===== config.mk =====
export PLATFORM = sky130hd
export DESIGN_NAME = pio_panel_io
export DESIGN_NICKNAME = d
export VERILOG_FILES = /design/src/pio_pkg.sv /design/src/pio_input_shaper.sv /design/src/pio_quad_decoder.sv /design/src/pio_panel_io.sv
export SDC_FILE = /design/constraint.sdc
export NUM_CORES = 1
export LEC_CHECK = 0
export ABC_AREA = 1
export BUFFER_PORTS_ARGS = -buffer_cell sky130_fd_sc_hd__buf_2
export CAP_MARGIN = 30
export CORE_AREA = 3 3 214 216
export DETAILED_ROUTE_END_ITERATION = 7
export DIE_AREA = 0 0 217 219
export GPL_ROUTABILITY_DRIVEN = 0
export HOLD_SLACK_MARGIN = 0.03
export PLACE_DENSITY = 0.61
export SLEW_MARGIN = 20
export SYNTH_ARGS = -nofsm -noshare
export SYNTH_HDL_FRONTEND = slang
export SYNTH_SLANG_ARGS = --single-unit

===== constraint.sdc =====
create_clock -name core_clk_i -period 2.2 [get_ports core_clk_i]
set_input_delay 0 -clock core_clk_i [delete_from_list [all_inputs] [get_ports core_clk_i]]
set_output_delay 0 -clock core_clk_i [all_outputs]
set_load 0.1 [all_outputs]

===== src/pio_pkg.sv =====
// Constants, register map and carrier types for the panel I/O stack
package pio_pkg;

  // Clock and stack geometry
  localparam int unsigned CLK_PERIOD_NS = 10;
  localparam int unsigned NUM_MODULES = 4;
  localparam int unsigned MAX_EXTENSIONS = 3;
  localparam int unsigned IN_BITS_PER_MODULE = 24;
  localparam int unsigned OUT_BITS_PER_MODULE = 16;
  localparam int unsigned IN_BYTES_PER_MODULE = 3;
  localparam int unsigned OUT_BYTES_PER_MODULE = 2;
  localparam int unsigned NUM_IN_BITS = NUM_MODULES * IN_BITS_PER_MODULE;
  localparam int unsigned NUM_OUT_BITS = NUM_MODULES * OUT_BITS_PER_MODULE;
  localparam int unsigned NUM_HANDWHEELS = 3;
  localparam int unsigned HW_COUNT_W = 16;

  // Handwheel timing and the sampling rate derived from it
  localparam int unsigned MIN_CYCLE_US = 200;
  localparam int unsigned MIN_QUARTER_US = 50;
  localparam int unsigned SAMPLE_PERIOD_US = 10;
  localparam int unsigned SAMPLE_CYCLES = (SAMPLE_PERIOD_US * 1000) / CLK_PERIOD_NS;
  localparam int unsigned SAMPLE_CNT_W = 10;
  localparam logic [SAMPLE_CNT_W-1:0] SAMPLE_LAST = SAMPLE_CNT_W'(SAMPLE_CYCLES - 1);

  // Register byte offsets
  localparam int unsigned ADDR_W = 12;
  localparam logic [ADDR_W-1:0] IN_BYTE_OFS = 12'h000;
  localparam logic [ADDR_W-1:0] IN_BYTE_END = 12'h030;
  localparam logic [ADDR_W-1:0] OUT_BYTE_OFS = 12'h040;
  localparam logic [ADDR_W-1:0] OUT_BYTE_END = 12'h060;
  localparam logic [ADDR_W-1:0] IN_BASE_OFS = 12'h060;
  localparam logic [ADDR_W-1:0] OUT_BASE_OFS = 12'h064;
  localparam logic [ADDR_W-1:0] CONFIG_OFS = 12'h068;
  localparam logic [ADDR_W-1:0] STATUS_OFS = 12'h06C;
  localparam logic [ADDR_W-1:0] HW_COUNT_OFS = 12'h070;
  localparam logic [ADDR_W-1:0] HW_COUNT_END = 12'h07C;

  // Configuration fields and reset values
  localparam int unsigned CFG_EXT_LSB = 0;
  localparam int unsigned CFG_EXT_W = 2;
  localparam int unsigned CFG_HW_EN_LSB = 4;
  localparam logic [CFG_EXT_W-1:0] CFG_EXT_RST = 2'h0;
  localparam logic [NUM_HANDWHEELS-1:0] CFG_HW_EN_RST = 3'h7;
  localparam logic [7:0] BASE_RST = 8'h00;

  // Status fields
  localparam int unsigned ST_HW_ACTIVE = 0;
  localparam int unsigned ST_EXT_LSB = 1;
  localparam int unsigned ST_COM_HIGH_LSB = 4;
  localparam int unsigned ST_COM_OPEN_LSB = 8;

  // Quarter-step accumulator limits
  localparam logic signed [2:0] QTR_HI = 3'sd3;
  localparam logic signed [2:0] QTR_LO = -3'sd3;
  localparam logic signed [2:0] QTR_ONE = 3'sd1;
  localparam logic signed [2:0] QTR_ZERO = 3'sd0;

  // Phase pair {A,B} in quadrature order
  typedef enum logic [1:0] {
    PIO_PH_00 = 2'b00,
    PIO_PH_01 = 2'b01,
    PIO_PH_11 = 2'b11,
    PIO_PH_10 = 2'b10
  } pio_phase_t;

  // APB request and answer
  typedef struct packed {
    logic psel;
    logic penable;
    logic pwrite;
    logic [ADDR_W-1:0] paddr;
    logic [31:0] pwdata;
  } pio_apb_req_t;

  typedef struct packed {
    logic [31:0] prdata;
    logic pready;
    logic pslverr;
  } pio_apb_rsp_t;

  // Handwheel phase inputs
  typedef struct packed {
    logic [NUM_HANDWHEELS-1:0] phase_a;
    logic [NUM_HANDWHEELS-1:0] phase_b;
  } pio_hw_phase_t;

endpackage


===== src/pio_input_shaper.sv =====
// Input byte conditioning for one module of the stack
module pio_input_shaper (
  // Clock and reset
  input wire logic core_clk_i,
  input wire logic reset_n_i,
  // Module state
  input wire logic present_i,
  input wire logic common_high_i,
  input wire logic common_open_i,
  // Points and conditioned bytes
  input wire logic [23:0] point_i,
  output logic [23:0] byte_o
);

  logic [23:0] byte_q;
  logic invert;

  // First byte inverts when its common is tied high
  assign invert = common_high_i & ~common_open_i;

  // Absent modules read zero, fixed-common bytes pass through
  always_ff @(posedge core_clk_i or negedge reset_n_i) begin
    if (!reset_n_i) begin
      byte_q <= 24'h000000;
    end else if (!present_i) begin
      byte_q <= 24'h000000;
    end else begin
      byte_q[7:0] <= point_i[7:0] ^ {8{invert}};
      byte_q[23:8] <= point_i[23:8];
    end
  end

  assign byte_o = byte_q;

endmodule


===== src/pio_quad_decoder.sv =====
// Quadrature decoder for one handwheel
module pio_quad_decoder (
  // Clock and reset
  input wire logic core_clk_i,
  input wire logic reset_n_i,
  // Control
  input wire logic sample_en_i,
  input wire logic enable_i,
  // Phases
  input wire logic phase_a_i,
  input wire logic phase_b_i,
  // Step pulse and direction
  output logic step_o,
  output logic up_o
);

  pio_pkg::pio_phase_t prev_q;
  logic signed [2:0] quarter_q;
  logic step_q;
  logic up_q;
  logic moved;
  logic up;
  logic at_end;

  // One legal quarter move: exactly one phase changed since last sample
  assign moved = sample_en_i & ((phase_a_i ^ prev_q[1]) ^ (phase_b_i ^ prev_q[0]));
  assign up = phase_a_i ^ prev_q[0];
  assign at_end = up ? (quarter_q == pio_pkg::QTR_HI) : (quarter_q == pio_pkg::QTR_LO);

  // Phase history, tracked even while disabled
  always_ff @(posedge core_clk_i or negedge reset_n_i) begin
    if (!reset_n_i) begin
      prev_q <= pio_pkg::PIO_PH_00;
    end else if (sample_en_i) begin
      prev_q <= pio_pkg::pio_phase_t'({phase_a_i, phase_b_i});
    end
  end

  // Four quarters in one direction make one step
  always_ff @(posedge core_clk_i or negedge reset_n_i) begin
    if (!reset_n_i) begin
      quarter_q <= pio_pkg::QTR_ZERO;
    end else if (!enable_i) begin
      quarter_q <= pio_pkg::QTR_ZERO;
    end else if (moved) begin
      if (at_end) begin
        quarter_q <= pio_pkg::QTR_ZERO;
      end else if (up) begin
        quarter_q <= quarter_q + pio_pkg::QTR_ONE;
      end else begin
        quarter_q <= quarter_q - pio_pkg::QTR_ONE;
      end
    end
  end

  // Registered step pulse and direction
  always_ff @(posedge core_clk_i or negedge reset_n_i) begin
    if (!reset_n_i) begin
      step_q <= 1'b0;
      up_q <= 1'b0;
    end else begin
      step_q <= enable_i & moved & at_end;
      if (moved) begin
        up_q <= up;
      end
    end
  end

  assign step_o = step_q;
  assign up_o = up_q;

endmodule


===== src/pio_panel_io.sv =====
// Panel I/O module stack: input and output bytes, handwheels, APB registers

// Notes on behaviour
// Slave of one master; master sets addresses
// Master allows sixteen groups; stack is one
// All module bytes form one contiguous group
// Per module: three input, two output bytes
// One basic plus three extensions at most
// First input byte inverts with common high
// Unused fixed-common inputs read zero
// Unused first-byte inputs follow the common
// Master puts emergency stop in fixed bytes
// Handwheels only via first extension module
// Master uses nearest unit's handwheels only
// Three handwheels, each with phases A, B
// Two-handwheel controls ignore the third
// Cycle at least 200us, quarter 50us
// One step per cycle; direction from phase lead
// Byte bit order equals connector point order
module pio_panel_io (
  // Clock and reset
  input wire logic core_clk_i,
  input wire logic reset_n_i,
  // APB slave
  input wire pio_pkg::pio_apb_req_t apb_req_i,
  output pio_pkg::pio_apb_rsp_t apb_rsp_o,
  // Sensed inputs and common selection, one common per module
  input wire logic [pio_pkg::NUM_IN_BITS-1:0] sensed_input_point_i,
  input wire logic [pio_pkg::NUM_MODULES-1:0] input_common_select_high_i,
  input wire logic [pio_pkg::NUM_MODULES-1:0] input_common_select_open_i,
  // Handwheel phases on the first extension module
  input wire pio_pkg::pio_hw_phase_t handwheel_phase_i,
  // Output points
  output logic [pio_pkg::NUM_OUT_BITS-1:0] output_point_o,
  // Handwheel step pulses and directions
  output logic [pio_pkg::NUM_HANDWHEELS-1:0] handwheel_step_o,
  output logic [pio_pkg::NUM_HANDWHEELS-1:0] handwheel_up_o
);

  localparam int unsigned NM = pio_pkg::NUM_MODULES;
  localparam int unsigned NH = pio_pkg::NUM_HANDWHEELS;
  localparam int unsigned IBM = pio_pkg::IN_BITS_PER_MODULE;
  localparam int unsigned OBM = pio_pkg::OUT_BITS_PER_MODULE;
  localparam int unsigned CW = pio_pkg::HW_COUNT_W;

  // Software-visible state and registered output drive
  logic [pio_pkg::NUM_OUT_BITS-1:0] out_byte_q;
  logic [pio_pkg::NUM_OUT_BITS-1:0] out_drive_q;
  logic [7:0] in_base_q;
  logic [7:0] out_base_q;
  logic [pio_pkg::CFG_EXT_W-1:0] cfg_ext_q;
  logic [NH-1:0] cfg_hw_en_q;
  logic [CW-1:0] hw_count_q [NH];

  // Conditioned inputs and presence
  logic [pio_pkg::NUM_IN_BITS-1:0] in_byte;
  logic [pio_pkg::NUM_OUT_BITS-1:0] out_mask;
  logic [NM-1:0] present;
  logic hw_active;
  logic [NH-1:0] hw_enable;
  logic [NH-1:0] step;
  logic [NH-1:0] up;

  // Sampling divider
  logic [pio_pkg::SAMPLE_CNT_W-1:0] sample_cnt_q;
  logic sample_en;

  // Bus decode
  logic access;
  logic wr;
  logic aligned;
  logic in_hit;
  logic out_hit;
  logic hw_hit;
  logic reg_hit;
  logic ro_hit;
  logic [3:0] in_idx;
  logic [2:0] out_idx;
  logic [1:0] hw_idx;
  logic [31:0] rdata;
  logic err;

  // Module k exists when k is within the extension count
  for (genvar g = 0; g < NM; g++) begin : g_module
    assign present[g] = (2'(g) <= cfg_ext_q);
    assign out_mask[g*OBM +: OBM] = {OBM{present[g]}};

    pio_input_shaper u_shaper (
      .core_clk_i(core_clk_i),
      .reset_n_i(reset_n_i),
      .present_i(present[g]),
      .common_high_i(input_common_select_high_i[g]),
      .common_open_i(input_common_select_open_i[g]),
      .point_i(sensed_input_point_i[g*IBM +: IBM]),
      .byte_o(in_byte[g*IBM +: IBM])
    );
  end

  // Sample tick well under the shortest quarter cycle
  always_ff @(posedge core_clk_i or negedge reset_n_i) begin
    if (!reset_n_i) begin
      sample_cnt_q <= '0;
    end else if (sample_en) begin
      sample_cnt_q <= '0;
    end else begin
      sample_cnt_q <= sample_cnt_q + 1'b1;
    end
  end

  assign sample_en = (sample_cnt_q == pio_pkg::SAMPLE_LAST);

  // Handwheels exist only when the first extension is fitted
  assign hw_active = (cfg_ext_q != 2'h0);
  assign hw_enable = cfg_hw_en_q & {NH{hw_active}};

  for (genvar h = 0; h < NH; h++) begin : g_wheel
    pio_quad_decoder u_decoder (
      .core_clk_i(core_clk_i),
      .reset_n_i(reset_n_i),
      .sample_en_i(sample_en),
      .enable_i(hw_enable[h]),
      .phase_a_i(handwheel_phase_i.phase_a[h]),
      .phase_b_i(handwheel_phase_i.phase_b[h]),
      .step_o(step[h]),
      .up_o(up[h])
    );

    // Signed step count, wraps
    always_ff @(posedge core_clk_i or negedge reset_n_i) begin
      if (!reset_n_i) begin
        hw_count_q[h] <= 16'h0000;
      end else if (step[h]) begin
        if (up[h]) begin
          hw_count_q[h] <= hw_count_q[h] + 16'h0001;
        end else begin
          hw_count_q[h] <= hw_count_q[h] - 16'h0001;
        end
      end
    end
  end

  assign handwheel_step_o = step;
  assign handwheel_up_o = up;

  // Address decode; every word-aligned register answers at once
  assign access = apb_req_i.psel & apb_req_i.penable;
  assign wr = access & apb_req_i.pwrite & ~err;
  assign aligned = (apb_req_i.paddr[1:0] == 2'b00);
  assign in_hit = aligned & (apb_req_i.paddr < pio_pkg::IN_BYTE_END);
  assign out_hit = aligned & (apb_req_i.paddr >= pio_pkg::OUT_BYTE_OFS)
                   & (apb_req_i.paddr < pio_pkg::OUT_BYTE_END);
  assign hw_hit = aligned & (apb_req_i.paddr >= pio_pkg::HW_COUNT_OFS)
                  & (apb_req_i.paddr < pio_pkg::HW_COUNT_END);
  assign in_idx = 4'((apb_req_i.paddr - pio_pkg::IN_BYTE_OFS) >> 2);
  assign out_idx = 3'((apb_req_i.paddr - pio_pkg::OUT_BYTE_OFS) >> 2);
  assign hw_idx = 2'((apb_req_i.paddr - pio_pkg::HW_COUNT_OFS) >> 2);
  assign ro_hit = in_hit | hw_hit | (apb_req_i.paddr == pio_pkg::STATUS_OFS);
  assign reg_hit = out_hit | (apb_req_i.paddr == pio_pkg::IN_BASE_OFS)
                   | (apb_req_i.paddr == pio_pkg::OUT_BASE_OFS)
                   | (apb_req_i.paddr == pio_pkg::CONFIG_OFS);
  assign err = ~(ro_hit | reg_hit) | (apb_req_i.pwrite & ro_hit);

  // Read multiplexer, narrow fields in the low bits
  always_comb begin
    rdata = 32'h00000000;
    if (in_hit) begin
      rdata[7:0] = in_byte[{in_idx, 3'b000} +: 8];
    end else if (out_hit) begin
      rdata[7:0] = out_byte_q[{out_idx, 3'b000} +: 8];
    end else if (hw_hit) begin
      rdata[CW-1:0] = hw_count_q[hw_idx];
    end else if (apb_req_i.paddr == pio_pkg::IN_BASE_OFS) begin
      rdata[7:0] = in_base_q;
    end else if (apb_req_i.paddr == pio_pkg::OUT_BASE_OFS) begin
      rdata[7:0] = out_base_q;
    end else if (apb_req_i.paddr == pio_pkg::CONFIG_OFS) begin
      rdata[pio_pkg::CFG_EXT_LSB +: pio_pkg::CFG_EXT_W] = cfg_ext_q;
      rdata[pio_pkg::CFG_HW_EN_LSB +: NH] = cfg_hw_en_q;
    end else if (apb_req_i.paddr == pio_pkg::STATUS_OFS) begin
      rdata[pio_pkg::ST_HW_ACTIVE] = hw_active;
      rdata[pio_pkg::ST_EXT_LSB +: pio_pkg::CFG_EXT_W] = cfg_ext_q;
      rdata[pio_pkg::ST_COM_HIGH_LSB +: NM] = input_common_select_high_i;
      rdata[pio_pkg::ST_COM_OPEN_LSB +: NM] = input_common_select_open_i;
    end
  end

  // Zero-wait answer
  always_comb begin
    apb_rsp_o.pready = 1'b1;
    apb_rsp_o.pslverr = access & err;
    apb_rsp_o.prdata = access ? rdata : 32'h00000000;
  end

  // Output bytes written by the master
  always_ff @(posedge core_clk_i or negedge reset_n_i) begin
    if (!reset_n_i) begin
      out_byte_q <= '0;
    end else if (wr & out_hit) begin
      out_byte_q[{out_idx, 3'b000} +: 8] <= apb_req_i.pwdata[7:0];
    end
  end

  // Address bases assigned by the master
  always_ff @(posedge core_clk_i or negedge reset_n_i) begin
    if (!reset_n_i) begin
      in_base_q <= pio_pkg::BASE_RST;
      out_base_q <= pio_pkg::BASE_RST;
    end else if (wr) begin
      if (apb_req_i.paddr == pio_pkg::IN_BASE_OFS) begin
        in_base_q <= apb_req_i.pwdata[7:0];
      end
      if (apb_req_i.paddr == pio_pkg::OUT_BASE_OFS) begin
        out_base_q <= apb_req_i.pwdata[7:0];
      end
    end
  end

  // Stack configuration
  always_ff @(posedge core_clk_i or negedge reset_n_i) begin
    if (!reset_n_i) begin
      cfg_ext_q <= pio_pkg::CFG_EXT_RST;
      cfg_hw_en_q <= pio_pkg::CFG_HW_EN_RST;
    end else if (wr & (apb_req_i.paddr == pio_pkg::CONFIG_OFS)) begin
      cfg_ext_q <= apb_req_i.pwdata[pio_pkg::CFG_EXT_LSB +: pio_pkg::CFG_EXT_W];
      cfg_hw_en_q <= apb_req_i.pwdata[pio_pkg::CFG_HW_EN_LSB +: NH];
    end
  end

  // Output drive, absent modules held off
  always_ff @(posedge core_clk_i or negedge reset_n_i) begin
    if (!reset_n_i) begin
      out_drive_q <= '0;
    end else begin
      out_drive_q <= out_byte_q & out_mask;
    end
  end

  assign output_point_o = out_drive_q;

endmodule


* Word level (Yosys, flattened, before mapping)
Cells that the tools add are included.
W data, S select, Z words.
** Operators by class
- Add/sub/neg operators :: 16
- $lt $le $gt $ge :: 10
- Eq/ne operators :: 14
- Shift-type cells :: 4
- Muxes and demuxes :: 46
- Bitwise gates (word level) :: 57
- Reduce and logical (&&, ||, !) cells :: 4
** Operator list (number)
- $mux W16 :: 6
- $mux W24 :: 4
- $shiftx A96 B8 Y8 :: 1
- $and A64 B64 Y64 :: 1
- $bwmux W64 :: 1
- $shift A8 B8 Y64 const A :: 1
- $shiftx A64 B7 Y8 :: 1
- $shiftx A8 B8 Y64 :: 1
- $add A16 B1 Y16 const B :: 3
- $eq A12 B7 Y1 const B :: 4
- $mux W8 :: 6
- $sub A16 B1 Y16 const B :: 3
- $mux W3 :: 15
- $bmux W16 S2 :: 1
- $xor A8 B8 Y8 :: 4
- $and A1 B1 Y1 :: 25
- $ge A12 B7 Y1 const B :: 2
- $lt A12 B7 Y1 const B :: 2
- $eq A3 B3 Y1 const B :: 6
- $mux W4 :: 4
- $lt A12 B6 Y1 const B :: 1
- $mux W12 :: 1
- $xor A1 B1 Y1 :: 12
- $add A10 B1 Y10 const B :: 1
- other kinds (21) :: 45
** Word-level totals
- Register bits after elaboration :: 324
- Output and inout bits :: 104

* Longest topological paths before layout
Gate-level depths: netlist of run 1.
- Depth after elaboration :: 12
- Gate-level depth with buffers :: 15

* Modules after synthesis
A second synthesis of run 1 with hierarchy kept.
** Second synthesis, totals
- Cells, all modules :: 2242
- Area total of the unflattened synthesis :: 17548.1 um2
** Modules (own cells, without submodules)
- pio_panel_io :: times used 1, cells each 1674, area each 12515.8 um2
- pio_input_shaper :: times used 4, cells each 94, area each 927.1 um2
- pio_quad_decoder at g_wheel[0].u_decoder ... :: times used 2, cells each 63, area each 440.4 um2
- pio_quad_decoder at g_wheel[2].u_decoder :: times used 1, cells each 66, area each 442.9 um2

* Least setup slack after synthesis of run 1
No wires, ideal clock.
- Path kind :: input to output
- Start point :: input port apb_req_i[34] (netlist name)
- End point :: output port apb_rsp_o[2] (netlist name)
- Data arrival time :: 3.092 ns
- Required time :: 2.200 ns
- Slack :: -0.892 ns
- Cell stages on the path :: 13
- Buffers on the path :: 5
- Cell sequence :: buf_6 inv_2 buf_2 buf_2 buf_2 ha_1 nand3_1 clkbuf_1 o21ai_0 inv_1 nand2_1 nand2_1 a21oi_1
** RTL lines
- from (decl) :: RTL line pio_panel_io.sv:25 : input wire pio_pkg::pio_apb_req_t apb_req_i,
- to (decl) :: RTL line pio_panel_io.sv:26 : output pio_pkg::pio_apb_rsp_t apb_rsp_o,

==> metrics.md, run 1 <==
| Metric | Value |
|---|---|
| Fmax | `0.4654 GHz` |
| Initial antenna violation count | `6` |
| Initial Utilization | `39.78%` |
| Period utilisation layout | `97.66%` |
| Sequential fraction of design power | `41.8%` |
| DR DRC count | `0` |
| Final ANT Viol Nets | `0` |
| DR top layer | `met5` |
| Setup CP Type | `reg -> out` |
| Ys Warns | `0` |
| Die Y | `219 µm` |
| Met3 WL | `3364 µm` |
| RR Endpoint | `hw_count_q[10]$_DFFE_PN0P_` |
| Cell Int Power | `10.73 mW` |
| CP Max Fanout | `3` |
| Routed WL | `55,900 µm` |
| Multi-input logic area | `0.008183 mm²` |
| Die area | `0.04752 mm²` |
| Worst reg2reg path depth | `8` |
| CTS tree | `yes` |
| Vias in the first global route | `16,200` |
| Synthesized area per cell | `7.932 µm²` |
| Top FF cell, synth | `dfrtp_1` |
| Wire length on met2 | `26,710 µm` |
| Row cnt | `77` |
| I/O pin cnt | `263` |
| Final hold violation count | `0` |
| Final Core Density | `51.84%` |
| Crit start category | `flop` |
| Port Buf Inserts | `221` |
| Dpl cell area | `0.02000 mm²` |
| Worst Hold Slack | `70.28 ps` |
| Net Switching | `3.639 mW` |
| Most frequent cells in the layout | `nand2_1, dfrtp_1, inv_1, nor2_1, buf_2` |
| Die width | `217 µm` |
| Fin Setup TNS | `0 ps` |
| Final setup viols | `0` |
| Routed length per placed instance | `17.37 µm` |
| Critical Path End Type | `output pin` |
| Maximum VDD drop | `0.4913 mV` |
| Root Driver | `clkbuf_16` |
| CTS clk-pin slew, worst paths | `60 ps` |
| CTS sink count | `324` |
| Final instance area | `0.02288 mm²` |
| Tightest Pin Transition | `785.0 ps` |
| Wl on met1 | `23,840 µm` |
| Total gr overflow | `0` |
| Sw Share | `25.33%` |
| Core box area | `0.04412 mm²` |
| Cells after Synth | `2,213` |
| First-pass GRT wire length | `87,330 µm` |
| Post-synth cell types | `51` |
| DR vias | `16,500` |
| Max Root-Sink Buffers | `3` |
| Required @ worst endpoint | `2200 ps` |
| DR iter-0 viols | `1,244` |
| DR pass1 iterations | `6` |
| Post-synth ARST share | `100.0%` |
| Placed cell count | `3,012` |
| R2R Setup Slk | `130 ps` |
| #FFs+latches synth | `324` |
| Clk pwr share | `46.9%` |
| CTS buffer count | `38` |
| FF-to-FF Start | `g_wheel[2].u_decoder.up_o$_DFFE_PN0P_` |
| Status | `finished clean` |
| Non-Filler Instances | `3,218` |
| Tmin final | `2148 ps` |
| CP arrival | `2150 ps` |
| Commonest non-fill, non-tap cell in the layout | `nand2_1` |
| Clk Latency, worst-skew pair | `560 ps` |
| Dpl hpwl | `39,890 µm` |
| Number of nets in the layout | `2,814` |
| Leakage power | `11.90 nW` |
| Combinational share of power | `11.3%` |
| P&R area growth vs syn | `30.31%` |
| Fillers | `4,116` |
| Total Routing Usage GR | `23.08%` |
| Share of layout cells above drive strength 1 | `18.34%` |
| Largest net degree at the start of global routing | `81` |
| Htree depth | `2` |
| Max-Cap Viols | `0` |
| Clock skew | `19.09 ps` |
| Rel. slew slack | `47.48%` |
| Hold WC Path Type | `in -> async` |
| Netlist Area Pre-Place | `0.01755 mm²` |
| FF+latch area | `0.008114 mm²` |
| Drt via density | `5.126` |
| Number of synthesized flops with an enable pin | `0` |
| Count of final max-slew check failures | `0` |
| Register area share after synthesis | `46.21%` |
| Pwr/cell area | `627.9 mW/mm²` |
-- routing by layer --
layer / vias up / global-route usage, %
met3: 129 / 3.642
met1: 7845 / 30.72
met5: - / 0
met4: 10 / 8.502
met2: 563 / 38.21
li1: 7950 / -
-- state kept, by name, indices dropped and copies added, names as in the netlist --
signal	count
g_wheel.u_decoder.step_o	3
cfg_ext_q	2
out_byte_q	64
out_base_q	8
output_point_o	64
g_module.u_shaper.byte_o	96
hw_count_q	48
g_wheel.u_decoder.up_o	3
in_base_q	8
g_wheel.u_decoder.quarter_q	9
g_wheel.u_decoder.prev_q	6
cfg_hw_en_q	3
sample_cnt_q	10
-- stage by stage --
stage               total power [mW]  setup WS, ps
floorplan                      6.934        -66.58
global placement               7.473        -23.91
detailed placement             7.488        -51.06
CTS                            14.42         17.88
global route                   14.90        -15.14
finish                         14.36         51.50
-- worst max-delay path by stage --
stage | start | slack [ps] | end | depth (start not counted)
2_1_floorplan | apb_req_i[40] | -70 | apb_rsp_o[14] | 8
3_3_place_gp | g_wheel[1].u_decoder.up_o$_DFFE_PN0P_ | -20 | hw_count_q[28]$_DFFE_PN0P_ | 12
3_5_place_dp | g_wheel[1].u_decoder.up_o$_DFFE_PN0P_ | -50 | hw_count_q[28]$_DFFE_PN0P_ | 12
4_1_cts | g_wheel[1].u_decoder.up_o$_DFFE_PN0P_ | 20 | hw_count_q[28]$_DFFE_PN0P_ | 12
5_1_grt | g_wheel[2].u_decoder.up_o$_DFFE_PN0P_ | -20 | hw_count_q[10]$_DFFE_PN0P_ | 8
6_report | out_byte_q[51]$_DFFE_PN0P_ | 50 | apb_rsp_o[5] | 7
-- cell families after synthesis --
logic type	synth area share (%)
fa+ha+maj	4.533
other cells	0.04278
simple gates	25.75
compound gates	11.86
flops	46.21
buf+inv	9.259
xor+xnor	2.345
-- power groups by stage --
stage	combinational, mW	sequential [mW]	clock (mW)
2_1_floorplan	0.823	6.11	0
3_3_place_gp	1.36	6.11	0
3_5_place_dp	1.37	6.11	0
4_1_cts	1.55	6.01	6.86
5_1_grt	1.77	6.01	7.13
6_report	1.62	6.01	6.73
-- synthesized netlist by cell type, types with 26 or more instances --
master / instances / area share, %
nand2_1: 502 / 11
dfrtp_1: 321 / 46
ha_1: 54 / 3.8
xnor2_1: 30 / 1.5
o221ai_1: 26 / 1.3
inv_1: 261 / 5.6
clkbuf_1: 67 / 1.4
nand3_1: 143 / 4.1
a21oi_1: 102 / 2.9
o21ai_0: 199 / 5.7
nand4_1: 37 / 1.3
nor2_1: 232 / 5.0
nor3_1: 51 / 1.5
-- critical path, stage by stage (launching register included) --
cell      delay, ps
dfrtp_1         400
o21ai_0         160
o221ai_1        260
nand3_1         190
nand2_1         100
inv_1            70
a21oi_4         210
buf_12          200
-- final cells by class --
type	count	area share, %
multi-input combinational	1517	35.77
sequential	324	35.47
timing repair buffer	442	15.09
clock buffer	49	4.693
inverter	270	4.485
tap	592	3.238
clock inverter	19	1.160
timing repair inverter	2	0.06563
antenna	3	0.03282
-- what timing repair did --
action,in CTS,in global routing
hold buffers,123,0
pin swaps,0,6
gates cloned,0,2
setup buffers,0,10
gates resized for setup,2,42
setup endpoints to repair,3,22
endpoints found under the hold margin,492,0
No activity file was read; power rests on OpenSTA's default activity.
==> run 2: changes to the inputs <==
--- a/config.mk
+++ b/config.mk
@@ -12,6 +12,7 @@
 export DETAILED_ROUTE_END_ITERATION = 7
 export DIE_AREA = 0 0 217 219
 export GPL_ROUTABILITY_DRIVEN = 0
+export GPL_TIMING_DRIVEN = 0
 export HOLD_SLACK_MARGIN = 0.03
 export PLACE_DENSITY = 0.61
 export SLEW_MARGIN = 20
==> metrics.md, run 2 (same netlist as run 1, synthesis figures left out) <==
| Metric | Value |
|---|---|
| Die area | `0.04752 mm² (unchanged)` |
| Root Driver | `clkbuf_16 (unchanged)` |
| Row cnt | `77 (unchanged)` |
| Core box area | `0.04412 mm² (unchanged)` |
| CP Launch Point | `g_wheel[1].u_decoder.up_o$_DFFE_PN0P_ (was out_byte_q[51]$_DFFE_PN0P_)` |
| Non-Filler Instances | `3,264 (was 3,218)` |
| Worst Hold Slack | `1.752 ps (was 70.28 ps)` |
| Hold WC Path Type | `in -> async (unchanged)` |
| CP arrival | `2640 ps (was 2150 ps)` |
| Fmax | `0.4524 GHz (was 0.4654 GHz)` |
| Total Routing Usage GR | `24.51% (was 23.08%)` |
| RSZ-0062 raised after global routing | `true` |
| Die Y | `219 µm (unchanged)` |
| Final ANT Viol Nets | `0 (unchanged)` |
| Placed cell count | `3,041 (was 3,012)` |
| Crit start category | `flop (unchanged)` |
| Initial Utilization | `39.78% (unchanged)` |
| Commonest non-fill, non-tap cell in the layout | `nand2_1 (unchanged)` |
| Share of layout cells above drive strength 1 | `20.82% (was 18.34%)` |
| CTS tree | `yes (unchanged)` |
| Power Total | `14.35 mW (was 14.36 mW)` |
| Setup CP Type | `reg -> reg (was reg -> out)` |
| Rel. slew slack | `43.83% (was 47.48%)` |
| FF-to-FF Start | `g_wheel[1].u_decoder.up_o$_DFFE_PN0P_ (was g_wheel[2].u_decoder.up_o$_DFFE_PN0P_)` |
| Initial antenna violation count | `5 (was 6)` |
| Max Root-Sink Buffers | `3 (unchanged)` |
| Tightest Pin Transition | `821.4 ps (was 785.0 ps)` |
| Final WS setup | `-10.25 ps (was 51.50 ps)` |
| DR DRC count | `0 (unchanged)` |
| Clock skew | `25.46 ps (was 19.09 ps)` |
| P&R area growth vs syn | `33.38% (was 30.31%)` |
| Die width | `217 µm (unchanged)` |
| Max-Cap Viols | `0 (unchanged)` |
| Pwr/cell area | `613.0 mW/mm² (was 627.9 mW/mm²)` |
| Critical Path Most Common Cell | `nand2_2` |
| Final hold violation count | `0 (unchanged)` |
| CTS buffer count | `38 (unchanged)` |
| Clk Latency, worst-skew pair | `570 ps (was 560 ps)` |
| Dpl hpwl | `43,730 µm (was 39,890 µm)` |
| I/O pin cnt | `263 (unchanged)` |
| Number of flip-flops in the largest register | `96 (unchanged)` |
| Worst path slowest cell | `fa_2 (was dfrtp_1)` |
| DR iter-0 viols | `1,728 (was 1,244)` |
| Routed WL | `60,150 µm (was 55,900 µm)` |
| Most frequent cells in the layout | `nand2_1, dfrtp_1, inv_1, nor2_1, buf_2 (unchanged)` |
| CTS clk-pin slew, worst paths | `60 ps (about the same)` |
| CTS sink count | `324 (unchanged)` |
| Final Core Density | `53.06% (was 51.84%)` |
| CP cell instances | `clkinvlp_4, fa_2, nand2_2, nand2_2, nand2_2, nand2_2, a21oi_4, buf_4, xor2_2, o21ai_0 (was o21ai_0, o221ai_1, nand3_1, nand2_1, inv_1, a21oi_4, buf_12)` |
| Critical Path End Type | `flop (was output pin)` |
| Largest net degree at the start of global routing | `105 (was 81)` |
| Vias in the first global route | `16,440 (was 16,200)` |
| First-pass GRT wire length | `90,850 µm (was 87,330 µm)` |
| Final setup viols | `1 (was 0)` |
| Leakage power | `11.91 nW (was 11.90 nW)` |
| Failing checks | `negative setup slack` |
| Period utilisation layout | `100.5% (was 97.66%)` |
| Maximum VDD drop | `0.4520 mV (was 0.4913 mV)` |
| Tmin final | `2210 ps (was 2148 ps)` |
| Htree depth | `2 (unchanged)` |
| Status | `finished, violations left (was finished clean)` |
| DR vias | `17,040 (was 16,500)` |
| Total gr overflow | `0 (unchanged)` |
| Max stage delay on crit path | `460 ps (was 400 ps)` |
| Required @ worst endpoint | `2630 ps (was 2200 ps)` |
| DR pass1 iterations | `6 (unchanged)` |
| DP Worst Slack | `-1309 ps (was -51.06 ps)` |
| Drt via density | `5.221 (was 5.126)` |
| Routed length per placed instance | `18.43 µm (was 17.37 µm)` |
| Port Buf Inserts | `218 (was 221)` |
| CP Max Fanout | `5 (was 3)` |
| Count of final max-slew check failures | `0 (unchanged)` |
| Number of nets in the layout | `2,861 (was 2,814)` |
==> run 2: cell count changes in the layout (fill, tap and decap cells not counted), moves of 8 or more <==
cell      change
clkbuf_1     +53
buf_4        -37
ha_1         -25
ha_4         +19
nand2_1      -17
buf_12       -16
buf_6        +16
nand2_2      +16
buf_2        +10
a21oi_1       -8
buf_8         +8
clkbuf_2      +8
==> run 2: final timing paths <==
path                                                     to  slack (ps)  cells past startpoint
worst min-delay path             hw_count_q[13]$_DFFE_PN0P_           2                      2
worst max register to register   hw_count_q[22]$_DFFE_PN0P_         -10                     10
min in group core_clk_i           out_byte_q[0]$_DFFE_PN0P_          50                      6
worst max-delay path             hw_count_q[22]$_DFFE_PN0P_         -10                     10
worst min register to register  output_point_o[5]$_DFF_PN0_         410                      0
max in group asynchronous       output_point_o[6]$_DFF_PN0_         920                      4
==> run 2: layout make-up <==
class | count | area, µm²
inverters | 270 | 1036
flip-flops and latches | 324 | 8119
repair inverters | 2 | 15.01
well taps | 592 | 740.7
diodes | 1 | 2.502
plain buffers | 115 | 694.4
fillers | 4038 | 20710
multi-input cells | 1517 | 8661
clock inverters | 23 | 290.3
repair buffers | 374 | 2834
clock buffers | 46 | 1021
==> run 2: stage by stage <==
step / TNS [ps] / area [µm²]
4_1_cts: 0 / 22670
3_3_place_gp: -1733850 / 19590
6_report: -10.25 / 23410
2_1_floorplan: -433.9 / 17760
3_5_place_dp: -111860 / 19690
5_1_grt: -572.6 / 23410
==> run 2: metal layers <==
metal / global-route usage (%) / share of wire [%]
met1: 32.90 / 42
met2: 39.92 / 47
met3: 4.099 / 7.4
met4: 9.393 / 3.8
met5: 0 / 0.095
==> run 2: where the power goes <==
group | internal (mW) | leakage [nW] | switching (mW)
Combinational | 0.606 | 6.90 | 1.12
Sequential | 5.99 | 4.38 | 0.0198
Clock | 3.95 | 0.635 | 2.67
==> run 2: timing repair <==
item                       in CTS  in global routing
cloned                          2                  0
gates resized for setup       101                128
setup buffers                  16                 20
pin swaps                       9                 23
hold buffers                  116                  0
hold endpoints to repair      397                  0
setup endpoints to repair     148                 72
==> run 2: critical path: cells and delay by family, from the launching register on <==
kind	cells	cell delay, ps
AO/OA/AOI/OAI	2	340
flip-flops	1	430
buffers and inverters	2	410
XOR/XNOR	1	140
adder cells (fa/ha/maj)	1	460
AND/OR/NAND/NOR	4	300
==> run 3: changes to the inputs <==
--- a/config.mk
+++ b/config.mk
@@ -6,6 +6,7 @@
 export NUM_CORES = 1
 export LEC_CHECK = 0
 export ABC_AREA = 1
+export ABC_CLOCK_PERIOD_IN_PS = 2200
 export BUFFER_PORTS_ARGS = -buffer_cell sky130_fd_sc_hd__buf_2
 export CAP_MARGIN = 30
 export CORE_AREA = 3 3 214 216
==> constraint.sdc (replaced) <==
create_clock -name core_clk_i -period 2.2 [get_ports core_clk_i]
set_input_delay 0 -clock core_clk_i [delete_from_list [all_inputs] [get_ports core_clk_i]]
set_output_delay 0 -clock core_clk_i [all_outputs]
set_load 0.05 [all_outputs]
==> metrics.md, run 3 (same netlist as run 1, synthesis figures left out) <==
| Metric | Value |
|---|---|
| CP Depth | `15 (was 10)` |
| Commonest non-fill, non-tap cell in the layout | `nand2_1 (unchanged)` |
| Drt via density | `5.221 (about the same)` |
| Sw Share | `24.89% (was 26.51%)` |
| Count of final max-slew check failures | `0 (unchanged)` |
| Required @ worst endpoint | `2200 ps (was 2630 ps)` |
| Port Buf Inserts | `218 (unchanged)` |
| Total gr overflow | `0 (unchanged)` |
| Fmax | `0.4709 GHz (was 0.4524 GHz)` |
| First-pass GRT wire length | `93,050 µm (was 90,850 µm)` |
| Final setup viols | `0 (was 1)` |
| Tmin final | `2124 ps (was 2210 ps)` |
| Core box area | `0.04412 mm² (unchanged)` |
| Initial antenna violation count | `5 (unchanged)` |
| Rel. slew slack | `49.58% (was 43.83%)` |
| Die Y | `219 µm (unchanged)` |
| Critical Path Most Common Cell | `buf_12 (was nand2_2)` |
| CP arrival | `2120 ps (was 2640 ps)` |
| Total Routing Usage GR | `25.27% (was 24.51%)` |
| WP buf/inv | `8 (was 2)` |
| Routed length per placed instance | `18.89 µm (was 18.43 µm)` |
| Most frequent cells in the layout | `nand2_1, dfrtp_1, inv_1, nor2_1, buf_2 (unchanged)` |
| Max Root-Sink Buffers | `3 (unchanged)` |
| Pwr/cell area | `631.7 mW/mm² (was 613.0 mW/mm²)` |
| CP cell instances | `buf_4, buf_8, inv_4, buf_12, buf_12, buf_12, ha_4, inv_1, nor2_1, nand3_1, nand4_2, nand2_2, nand2_8, nor2_1, buf_2 (was clkinvlp_4, fa_2, nand2_2, nand2_2, nand2_2, nand2_2, a21oi_4, buf_4, xor2_2, o21ai_0)` |
| Vias in the first global route | `16,690 (was 16,440)` |
| CP top delay family | `buffers and inverters (was adder cells)` |
| Net Switching | `3.640 mW (was 3.805 mW)` |
| Max-Cap Viols | `0 (unchanged)` |
| Placed cell count | `3,042 (was 3,041)` |
| Cell Int Power | `10.99 mW (was 10.55 mW)` |
| Share of layout cells above drive strength 1 | `19.39% (was 20.82%)` |
| Htree depth | `2 (unchanged)` |
| Multi-input logic area | `0.008381 mm² (was 0.008661 mm²)` |
| Tightest Pin Transition | `756.2 ps (was 821.4 ps)` |
| Fillers | `4,075 (was 4,038)` |
| Number of nets in the layout | `2,862 (was 2,861)` |
| CTS tree | `yes (unchanged)` |
| Die width | `217 µm (unchanged)` |
| Largest net degree at the start of global routing | `98 (was 105)` |
| Die area | `0.04752 mm² (unchanged)` |
| Max stage delay on crit path | `270 ps (was 460 ps)` |
| DR iter-0 viols | `1,591 (was 1,728)` |
| Hold WC Path Type | `in -> async (unchanged)` |
| Final hold violation count | `0 (unchanged)` |
| Setup CP Type | `in -> out (was reg -> reg)` |
| Worst path slowest cell | `buf_2 (was fa_2)` |
| Clk pwr share | `47.6% (was 46.1%)` |
| Clk Latency, worst-skew pair | `550 ps (was 570 ps)` |
| Initial Utilization | `39.78% (unchanged)` |
| Maximum VDD drop | `0.4854 mV (was 0.4520 mV)` |
| Root Driver | `clkbuf_16 (unchanged)` |
| Critical Path End Type | `output pin (was flop)` |
| I/O pin cnt | `263 (unchanged)` |
| Clock skew | `15.41 ps (was 25.46 ps)` |
| DR DRC count | `0 (unchanged)` |
| Combinational share of power | `11.3% (was 12.0%)` |
| Worst reg2reg path depth | `12 (was 10)` |
| CP Max Fanout | `10 (was 5)` |
| FF+latch area | `0.008117 mm² (was 0.008119 mm²)` |
| Row cnt | `77 (unchanged)` |
| Leakage power | `12.02 nW (was 11.91 nW)` |
| Number of flip-flops in the largest register | `96 (unchanged)` |
| Final instance area | `0.02316 mm² (was 0.02341 mm²)` |
| Final ANT Viol Nets | `0 (unchanged)` |
| CTS sink count | `324 (unchanged)` |
| CTS buffer count | `38 (unchanged)` |
| DR vias | `17,070 (was 17,040)` |
| Routed WL | `61,750 µm (was 60,150 µm)` |
| Sequential fraction of design power | `41.1% (was 41.9%)` |
| P&R area growth vs syn | `31.91% (was 33.38%)` |
| Non-Filler Instances | `3,269 (was 3,264)` |
| Crit start category | `input port (was flop)` |
| Dpl hpwl | `44,250 µm (was 43,730 µm)` |
| Dpl cell area | `0.01961 mm² (was 0.01969 mm²)` |
| CTS clk-pin slew, worst paths | `60 ps (about the same)` |
| Status | `finished clean (was finished, violations left)` |
| DR pass1 iterations | `6 (unchanged)` |
| RSZ-0062 raised after global routing | `true (unchanged)` |
| Period utilisation layout | `96.53% (was 100.5%)` |
run 3: cell types whose count changed in the layout (fill, tap and decap cells not counted), moves of 4 or more:
cell and change:
buf_12 -5, buf_6 +4, buf_8 -6, clkbuf_1 -4, clkbuf_2 +6, diode_2 +4
dlygate4sd3_1 +5, ha_1 +14, ha_4 -13, nand2_1 +13, nand2_2 -13
run 3: per-stage QoR:
stage	total power, mW	util [%]	hold WS [ps]	setup TNS [ps]	worst slack (ps)
after floorplan	6.847	-	-295.6	-3.894	-3.894
after global placement	7.403	44.22	111.0	-1696890	-5010
after detailed placement	7.435	44.44	-60.97	-103160	-1166
after CTS	14.64	51.29	35.31	0	0.2340
after global routing	15.14	52.48	55.70	-84.23	-36.25
final	14.63	52.48	46.18	0	76.34
run 3: worst min-delay path, delay by kind of cell:
kind | cells | cell delay (ps)
buffers and inverters | 3 | 960
run 3: layer usage:
metal | track usage (%) | vias up | share of wire, %
met2 | 42.18 | 769 | 47
li1 | - | 8053 | -
met4 | 13.52 | 0 | 6.2
met5 | 0 | - | 0
met1 | 31.32 | 8026 | 40
met3 | 4.514 | 220 | 6.7
run 3: timing repair:
action                                 4_1_cts  5_1_grt
buffers inserted                            16       14
setup endpoints to repair                  159       79
endpoints found under the hold margin      392        0
hold buffers                               122        0
resized for setup                           73      106
gates cloned                                 1        0
pin swaps                                    7       17
run 3: power by group through the flow:
stage	clock network (mW)	registers [mW]	logic [mW]
2_1_floorplan	0	6.11	0.736
3_3_place_gp	0	6.12	1.28
3_5_place_dp	0	6.12	1.32
4_1_cts	7.08	6.01	1.55
5_1_grt	7.36	6.01	1.78
6_report	6.97	6.01	1.65
run 3: final timing paths:
kind                       slack, ps                                   from                                   endpoint
max in group asynchronous       1140                              reset_n_i      g_wheel[2].u_decoder.up_o$_DFFE_PN0P_
setup / recovery                  80                          apb_req_i[34]                               apb_rsp_o[0]
setup reg to reg                  90  g_wheel[0].u_decoder.up_o$_DFFE_PN0P_                 hw_count_q[43]$_DFFE_PN0P_
hold reg to reg                  410             out_byte_q[10]$_DFFE_PN0P_               output_point_o[10]$_DFF_PN0_
hold / removal                    50                              reset_n_i  g_module[2].u_shaper.byte_o[17]$_DFF_PN0_
min in group core_clk_i           50          input_common_select_open_i[3]   g_module[3].u_shaper.byte_o[5]$_DFF_PN0_
run 3: area by class of cell:
class                           instances  area share (%)
Timing Repair inverter                  1         0.03242
Clock buffer                           52           4.825
Inverter                              270           4.469
Multi-Input combinational cell       1517           36.19
Tap cell                              592           3.199
Antenna cell                            5         0.05403
Buffer                                116           3.080
Sequential cell                       324           35.05
Timing Repair Buffer                  375           11.91
Clock inverter                         17           1.189
